### config.mk
export PLATFORM = sky130hd
export DESIGN_NAME = floppy_drive_interface_precomp
export DESIGN_NICKNAME = d
export VERILOG_FILES = /design/src/rtl/fdi_pkg.sv /design/src/rtl/stage_tick.sv /design/src/rtl/floppy_drive_interface_precomp.sv
export SDC_FILE = /design/constraint.sdc
export NUM_CORES = 1
export LEC_CHECK = 0
export ABC_AREA = 0
export BUFFER_PORTS_ARGS = -buffer_cell sky130_fd_sc_hd__buf_2
export CORE_MARGIN = 1.5
export CORE_UTILIZATION = 59
export DETAILED_ROUTE_END_ITERATION = 10
export PLACE_DENSITY_LB_ADDON = 0.1
export RECOVER_POWER = 50
export SLEW_MARGIN = 20
export SYNTH_ARGS = -nofsm -noshare
export SYNTH_HDL_FRONTEND = slang
export SYNTH_SLANG_ARGS = --single-unit
### constraint.sdc
create_clock -name i_clk -period 3 [get_ports i_clk]
set_input_delay 0.6 -clock i_clk [delete_from_list [all_inputs] [get_ports i_clk]]
set_output_delay 0.6 -clock i_clk [all_outputs]
set_load 0.005 [all_outputs]
### src/rtl/fdi_pkg.sv
// shared constants, encodings and carriers for the floppy drive interface
package fdi_pkg;

  // ---------------------------------------------------------------
  // clock and precompensation timing
  // ---------------------------------------------------------------
  localparam int unsigned CLK_PERIOD_NS = 10;
  localparam int unsigned STAGE_NS      = 125;
  localparam int unsigned TAP_MID_NS    = 250;
  localparam int unsigned TAP_LONG_NS   = 500;
  localparam int unsigned TAP_ZERO_IDX  = 0;
  localparam int unsigned TAP_MID_IDX   = TAP_MID_NS / STAGE_NS;
  localparam int unsigned TAP_LONG_IDX  = TAP_LONG_NS / STAGE_NS;
  localparam int unsigned SHREG_W       = 8;
  localparam int unsigned ACC_W         = 8;
  localparam logic [ACC_W-1:0] ACC_RST  = 8'h00;

  // ---------------------------------------------------------------
  // drive side timing
  // ---------------------------------------------------------------
  localparam longint unsigned MOTOR_HOLD_MS  = 3000;
  localparam longint unsigned MOTOR_HOLD_CYC =
    MOTOR_HOLD_MS * 64'd1000000 / CLK_PERIOD_NS;
  localparam int unsigned HOLD_W     = 32;
  localparam int unsigned TRACK_W    = 7;
  localparam int unsigned NUM_TRACKS = 80;
  localparam int unsigned NUM_DRIVES = 4;

  // ---------------------------------------------------------------
  // reset values
  // ---------------------------------------------------------------
  localparam logic [SHREG_W-1:0]    SHREG_RST = 8'h00;
  localparam logic [TRACK_W-1:0]    TRACK_RST = 7'h00;
  localparam logic [HOLD_W-1:0]     HOLD_RST  = 32'h0000_0000;
  localparam logic [NUM_DRIVES-1:0] PICK_RST  = 4'hF;

  // ---------------------------------------------------------------
  // encodings and carriers
  // ---------------------------------------------------------------
  typedef enum logic [2:0] {
    TAP_EARLY = 3'b001,
    TAP_NOM   = 3'b010,
    TAP_LATE  = 3'b100
  } tap_sel_e;

  typedef struct packed {
    logic precomp_dir_bit1;  // late
    logic precomp_dir_bit0;  // early
  } precomp_dir_s;

  typedef struct packed {
    logic unit_code_bit1_n;
    logic unit_code_bit0_n;
  } unit_code_s;

  // shared controller pins: dual-function outputs of the controller
  typedef struct packed {
    logic lct_dir;   // low current in r/w, direction (high = out) in seek
    logic fr_step_n; // fault reset in r/w, step (active low) in seek
  } ctl_shared_s;

  // drive status lines, all active low
  typedef struct packed {
    logic media_locked_n;
    logic at_outer_track_n;
    logic fault_n;
    logic two_side_n;
  } drv_sense_s;

endpackage : fdi_pkg

### src/rtl/stage_tick.sv
// fractional divider giving one shift tick per stage period
`timescale 1ns/100ps
module stage_tick #(
  parameter int unsigned PERIOD_NS = fdi_pkg::STAGE_NS,
  parameter int unsigned CLK_NS    = fdi_pkg::CLK_PERIOD_NS
) (
  // clock and reset
  input  wire logic i_clk,
  input  wire logic i_rst_n,
  // tick
  output logic      o_tick
);

  typedef struct packed {
    logic [fdi_pkg::ACC_W-1:0] acc;
    logic                      tick;
  } tick_state_s;

  localparam logic [fdi_pkg::ACC_W-1:0] STEP_V = fdi_pkg::ACC_W'(CLK_NS);
  localparam logic [fdi_pkg::ACC_W-1:0] PER_V  = fdi_pkg::ACC_W'(PERIOD_NS);

  tick_state_s st_reg;
  tick_state_s st_next;
  logic [fdi_pkg::ACC_W-1:0] sum;

  // ---------------------------------------------------------------
  // accumulate clock time, wrap on each stage period
  // ---------------------------------------------------------------
  always_comb begin
    st_next = st_reg;
    sum     = st_reg.acc + STEP_V;
    if (sum >= PER_V) begin
      st_next.acc  = sum - PER_V;
      st_next.tick = 1'b1;
    end else begin
      st_next.acc  = sum;
      st_next.tick = 1'b0;
    end
  end

  always_ff @(posedge i_clk) begin
    if (!i_rst_n) begin
      st_reg <= '{acc: fdi_pkg::ACC_RST, tick: 1'b0};
    end else begin
      st_reg <= st_next;
    end
  end

  assign o_tick = st_reg.tick;

endmodule // stage_tick

### src/rtl/floppy_drive_interface_precomp.sv
// floppy drive interface: write precomp, drive select, control mux
`timescale 1ns/100ps
module floppy_drive_interface_precomp #(
  parameter int unsigned                    STRAP          = 0,
  parameter logic [fdi_pkg::HOLD_W-1:0]     MOTOR_HOLD_CYC =
    fdi_pkg::HOLD_W'(fdi_pkg::MOTOR_HOLD_CYC),
  parameter logic [fdi_pkg::TRACK_W-1:0]    LAST_TRACK     =
    fdi_pkg::TRACK_W'(fdi_pkg::NUM_TRACKS - 1)
) (
  // clock and reset
  input  wire logic                         i_clk,
  input  wire logic                         i_rst_n,
  // controller write path
  input  wire logic                         i_wdata,
  input  wire logic                         i_wgate_n,
  input  wire fdi_pkg::precomp_dir_s        i_precomp,
  // controller drive selection and mode
  input  wire fdi_pkg::unit_code_s          i_unit_code,
  input  wire logic                         i_rw_seek,
  input  wire fdi_pkg::ctl_shared_s         i_ctl_shared,
  input  wire logic                         i_motor_on_n,
  input  wire logic                         i_side_sel,
  // drive status lines
  input  wire fdi_pkg::drv_sense_s          i_drv_sense,
  // drive side outputs
  output logic                              o_wdata_n,
  output logic [fdi_pkg::NUM_DRIVES-1:0]    o_drive_pick_n,
  output logic                              o_dir,
  output logic                              o_step_n,
  // controller sense returns
  output logic                              o_sense_a_n,
  output logic                              o_sense_b_n,
  // status
  output logic                              o_media_locked,
  output logic                              o_outer_track_flag,
  output logic [fdi_pkg::TRACK_W-1:0]       o_track_pos,
  output logic                              o_spindle_run,
  output logic                              o_head_side1
);

  typedef struct packed {
    logic [fdi_pkg::SHREG_W-1:0]    shreg;
    fdi_pkg::tap_sel_e              tap_sel;
    logic                           wdata_n;
    logic [fdi_pkg::NUM_DRIVES-1:0] pick_n;
    logic                           dir;
    logic                           step_n;
    logic                           sense_a_n;
    logic                           sense_b_n;
    logic                           media_locked;
    logic                           outer_track;
    logic [fdi_pkg::TRACK_W-1:0]    track;
    logic [fdi_pkg::HOLD_W-1:0]     hold_cnt;
    logic                           spindle;
    logic                           head_side1;
  } state_s;

  localparam state_s ST_RST = '{
    shreg:        fdi_pkg::SHREG_RST,
    tap_sel:      fdi_pkg::TAP_NOM,
    wdata_n:      1'b1,
    pick_n:       fdi_pkg::PICK_RST,
    dir:          1'b1,
    step_n:       1'b1,
    sense_a_n:    1'b1,
    sense_b_n:    1'b1,
    media_locked: 1'b0,
    outer_track:  1'b0,
    track:        fdi_pkg::TRACK_RST,
    hold_cnt:     fdi_pkg::HOLD_RST,
    spindle:      1'b0,
    head_side1:   1'b0
  };

  localparam logic [fdi_pkg::HOLD_W-1:0]  HOLD_ONE  = 32'h0000_0001;
  localparam logic [fdi_pkg::TRACK_W-1:0] TRACK_ONE = 7'h01;
  localparam logic [fdi_pkg::NUM_DRIVES-1:0] PICK_ONE = 4'h1;

  state_s st_reg;
  state_s st_next;
  logic   tick;
  logic   tap;
  logic   selected;
  logic [1:0] unit_idx;

  // ---------------------------------------------------------------
  // stage timing
  // ---------------------------------------------------------------
  stage_tick #(
    .PERIOD_NS (fdi_pkg::STAGE_NS),
    .CLK_NS    (fdi_pkg::CLK_PERIOD_NS)
  ) u_tick (
    .i_clk   (i_clk),
    .i_rst_n (i_rst_n),
    .o_tick  (tick)
  );

  // ---------------------------------------------------------------
  // next state
  // ---------------------------------------------------------------
  always_comb begin
    st_next  = st_reg;
    unit_idx = ~{i_unit_code.unit_code_bit1_n, i_unit_code.unit_code_bit0_n};
    selected = (unit_idx == 2'(STRAP));

    // precompensation shift register
    if (tick) begin
      st_next.shreg = {st_reg.shreg[fdi_pkg::SHREG_W-2:0], i_wdata};
    end

    // direction choice from the two controller outputs
    unique case ({i_precomp.precomp_dir_bit1, i_precomp.precomp_dir_bit0})
      2'b01:   st_next.tap_sel = fdi_pkg::TAP_EARLY;
      2'b10:   st_next.tap_sel = fdi_pkg::TAP_LATE;
      default: st_next.tap_sel = fdi_pkg::TAP_NOM;
    endcase

    unique case (st_reg.tap_sel)
      fdi_pkg::TAP_EARLY: tap = st_reg.shreg[fdi_pkg::TAP_ZERO_IDX];
      fdi_pkg::TAP_NOM:   tap = st_reg.shreg[fdi_pkg::TAP_MID_IDX];
      fdi_pkg::TAP_LATE:  tap = st_reg.shreg[fdi_pkg::TAP_LONG_IDX];
      default:            tap = st_reg.shreg[fdi_pkg::TAP_MID_IDX];
    endcase
    st_next.wdata_n = i_wgate_n ? 1'b1 : ~tap;

    // drive select decode
    st_next.pick_n = ~(PICK_ONE << unit_idx);

    // shared pin steering; seek lines idle in r/w mode
    if (i_rw_seek) begin
      st_next.dir       = i_ctl_shared.lct_dir;
      st_next.step_n    = i_ctl_shared.fr_step_n;
      st_next.sense_a_n = selected ? i_drv_sense.at_outer_track_n : 1'b1;
      st_next.sense_b_n = selected ? i_drv_sense.two_side_n : 1'b1;
    end else begin
      st_next.dir       = st_reg.dir;
      st_next.step_n    = 1'b1;
      st_next.sense_a_n = selected ? i_drv_sense.fault_n : 1'b1;
      st_next.sense_b_n = selected ? i_drv_sense.media_locked_n : 1'b1;
    end

    // status lines gated by this drive's select
    st_next.media_locked = selected & ~i_drv_sense.media_locked_n;
    st_next.outer_track  = selected & ~i_drv_sense.at_outer_track_n;

    // head motion on the trailing (rising) edge of step
    if (selected && !st_reg.step_n && st_next.step_n) begin
      if (st_next.dir) begin
        if (st_reg.track != fdi_pkg::TRACK_RST) begin
          st_next.track = st_reg.track - TRACK_ONE;
        end
      end else if (st_reg.track != LAST_TRACK) begin
        st_next.track = st_reg.track + TRACK_ONE;
      end
    end

    // side select: high chooses side 0
    if (selected) begin
      st_next.head_side1 = ~i_side_sel;
    end

    // spindle with run-on after motor-on release
    if (!i_motor_on_n) begin
      st_next.hold_cnt = MOTOR_HOLD_CYC;
      st_next.spindle  = 1'b1;
    end else if (st_reg.hold_cnt != fdi_pkg::HOLD_RST) begin
      st_next.hold_cnt = st_reg.hold_cnt - HOLD_ONE;
      st_next.spindle  = 1'b1;
    end else begin
      st_next.spindle  = 1'b0;
    end
  end

  // ---------------------------------------------------------------
  // state register
  // ---------------------------------------------------------------
  always_ff @(posedge i_clk) begin
    if (!i_rst_n) begin
      st_reg <= ST_RST;
    end else begin
      st_reg <= st_next;
    end
  end

  assign o_wdata_n          = st_reg.wdata_n;
  assign o_drive_pick_n     = st_reg.pick_n;
  assign o_dir              = st_reg.dir;
  assign o_step_n           = st_reg.step_n;
  assign o_sense_a_n        = st_reg.sense_a_n;
  assign o_sense_b_n        = st_reg.sense_b_n;
  assign o_media_locked     = st_reg.media_locked;
  assign o_outer_track_flag = st_reg.outer_track;
  assign o_track_pos        = st_reg.track;
  assign o_spindle_run      = st_reg.spindle;
  assign o_head_side1       = st_reg.head_side1;

  // cycles since the last shift tick, for the period check
  localparam int unsigned GAP_MIN = fdi_pkg::STAGE_NS / fdi_pkg::CLK_PERIOD_NS - 1;
  localparam int unsigned GAP_MAX = GAP_MIN + 1;
  localparam logic [3:0]  GAP_ONE = 4'h1;
  localparam logic [3:0]  GAP_TOP = 4'hF;
  logic [3:0] tick_gap;
  logic       tick_seen;

  always_ff @(posedge i_clk) begin
    if (!i_rst_n) begin
      tick_gap  <= 4'h0;
      tick_seen <= 1'b0;
    end else if (tick) begin
      tick_gap  <= 4'h0;
      tick_seen <= 1'b1;
    end else if (tick_gap != GAP_TOP) begin
      tick_gap <= tick_gap + GAP_ONE;
    end
  end
endmodule // floppy_drive_interface_precomp

==> results.ini <==
[run_status]
status=finished clean

[floorplan]
dieArea_um2=6630
start_util_pct=61.3
core_area_um2=5920
die_x_um=81.5
fp.dieH_um=81.5
rows=28
io_pins=37

[clocking]
cts_htree_levels=3
cts_tree=built
cts_root_buffer=clkbuf_8
cts_buffers=9
cts_sinks=69
cts_hold_buffers=0
clkTransAtPathRegs_ns=0.07
clk_latency_ns=0.34
cts_max_path_buffers=2
post_cts_buffers=0
ctsResizeCount=0

[power]
p_leak_uw=0.00150
power.switching_uw=597
ir_drop_mv=0.302
p_int_uw=1550
power_frac_clock_pct=38.1
swShare_pct=27.8
p_per_area_nw_per_um2=541
p_comb_share_pct=15.1
seqPwrFrac_pct=46.8
fin_total_pwr_uw=2150

[job]
max_cap_violations=0

[placement]
globalplace.congestion=0.931
dp_cells=510
io_buffers=36
dp_slack_ns=0.207
dp_hpwl_um=5340

[global_routing]
grt_max_degree=27
first_global_vias=2883
grt_antenna_before_repair=0
grt_remaining_overflow=0
grt_pass1_wl_um=13000
grtUsageTotal_pct=25.1

[synthesis]
synth.area.mux_share_pct=3.31
synthDistinctLibCells=56
yosys_most_used_dff=dfxtp_1
ys_warn_count=0
synth-xor-area-share_pct=2.41
synthArstFlopShare_pct=0
synth_edf_count=0
syn_inst=424
synth_top_family_by_area=simple AND/OR/NAND/NOR gates
yosysSeqAreaShare_pct=38.0
synth_compound_gate_area_share_pct=19.2
synth_area_per_cell_um2=8.56
synth_adder_area_share_pct=5.38
yosys.area_share.simple_pct=25.1
syn_area_um2=3630
ys_seq_elements=69
synth_nets=456

[sta]
worst_pin_slew_ns=0.839
rsz0062_at_grt=false
hold_violations=0
final.min_clock_period_ns=2.68
relSlewSlack_pct=44.1
fmax_ghz=0.373
fin_ws_ns=0.316
setup_tns_ns=0
period_share_pct=89.5
maxSlewViolCount=0
setup_viol=0
skew_ns=0.00652

[detailed_routing]
drt-initial-drc-count=177
dr_total_vias=3150
drt-total-wl_um=7720
wl_per_cell_um=14.7
ant_nets=0
vias_per_cell=6.00
drc_errors=0
first_pass_iters=4

[layout]
final_common_cell=dfxtp_1
final_cell_mix=dfxtp_1 (69), nor2_1 (33), a21oi_1 (30), or3_1 (23), nand2_1 (22)
largest_register_ffs=40
diodes=0
layout.nets=478
fill_cells=490
post-route-util_pct=67.1
drive_gt1_share_pct=10.4
syn2layout_area_growth_pct=9.48
final_cells=525

[setup_path]
crit_type=reg -> reg
path_cells=or4_1, nor3_1, nand4_1, or4b_1, a21oi_1
worst_ep_arrival_time_ns=2.94
end_kind=register
critPathLaunchType=register
max_stage_delay_ns=0.59
path_max_fanout=6
critPathRequiredTime_ns=3.26
crit_slowest_cell=or4_1
reg2reg_from=st_reg[12]
cp-startpoint=st_reg[12]

[min_path]
hp-class=in -> reg
hold_start=i_drv_sense[3]

[critical path: cells and delay by family, from the launching register on]
kind / cells / cell delay (ns)
AOI/OAI and AO/OA: 1 / 0.15
DFF: 1 / 0.34
and+or+nand+nor: 4 / 2.09
[cells in the mapped netlist, drive strengths merged, types with 4 or more instances]
library cell,instances,area [µm²]
nor3,13,70.1
or3,23,144
o31ai,12,90.1
buf,18,118
and2,5,31.3
o31a,4,35.0
ha,14,175
o21ai,20,100
a31oi,10,62.6
nor3b,5,37.5
nand3,7,35.0
nor2,33,124
mux2i,12,120
nand2,22,82.6
nor4,9,62.6
a21oi,30,150
inv,19,71.3
nand4,7,43.8
xnor2,7,61.3
clkbuf,13,50.0
or4,16,124
dfxtp,69,1380
nor2b,6,37.5
o41ai,7,61.3
nand2b,4,25.0
[path summary, 6_finish.rpt]
check,end,slack (ns),cells after the start
worst max register to register,st_reg[28],0.32,5
worst max-delay path,st_reg[28],0.32,5
worst min register to register,st_reg[7],0.47,2
worst min-delay path,o_media_locked,0.42,2
[through the flow]
stage | area (µm²) | hold WS (ns)
6_report | 3980 | 0.424
5_1_grt | 3980 | 0.409
4_1_cts | 4000 | 0.410
3_5_place_dp | 3790 | 0.463
3_3_place_gp | 3790 | 0.448
2_1_floorplan | 3630 | 0.439
[per-layer routing]
metal | GRT usage (%) | routed length [µm] | up-vias
li1 | - | - | 1613
met1 | 32.5 | 3790 | 1460
met2 | 41.3 | 3430 | 70
met3 | 5.33 | 424 | 7
met4 | 8.97 | 77 | 0
met5 | 0 | 0 | -
[cell families after synthesis]
logic type / count (synthesis)
mux: 12
buf+inv: 50
xor+xnor: 10
flops: 69
fa+ha+maj: 15
simple gates: 162
compound gates: 106
[power groups by stage]
stage          Sequential (µW)  Clock (µW)  Combinational [µW]
2_1_floorplan             1010           0                 250
3_5_place_dp              1020           0                 325
5_1_grt                   1010         875                 370
6_report                  1010         819                 324
4_1_cts                   1000         835                 327
3_3_place_gp              1020           0                 315
[cell type report]
type / count / area (µm²) / area share (%)
Multi-Input combinational cell: 305 / 2010 / 50.6
Sequential cell: 69 / 1380 / 34.7
Timing Repair Buffer: 42 / 203 / 5.10
Clock buffer: 9 / 124 / 3.12
Tap cell: 75 / 93.8 / 2.36
Clock inverter: 6 / 88.8 / 2.23
Inverter: 19 / 71.3 / 1.79
(Power assumes the default switching activity.)
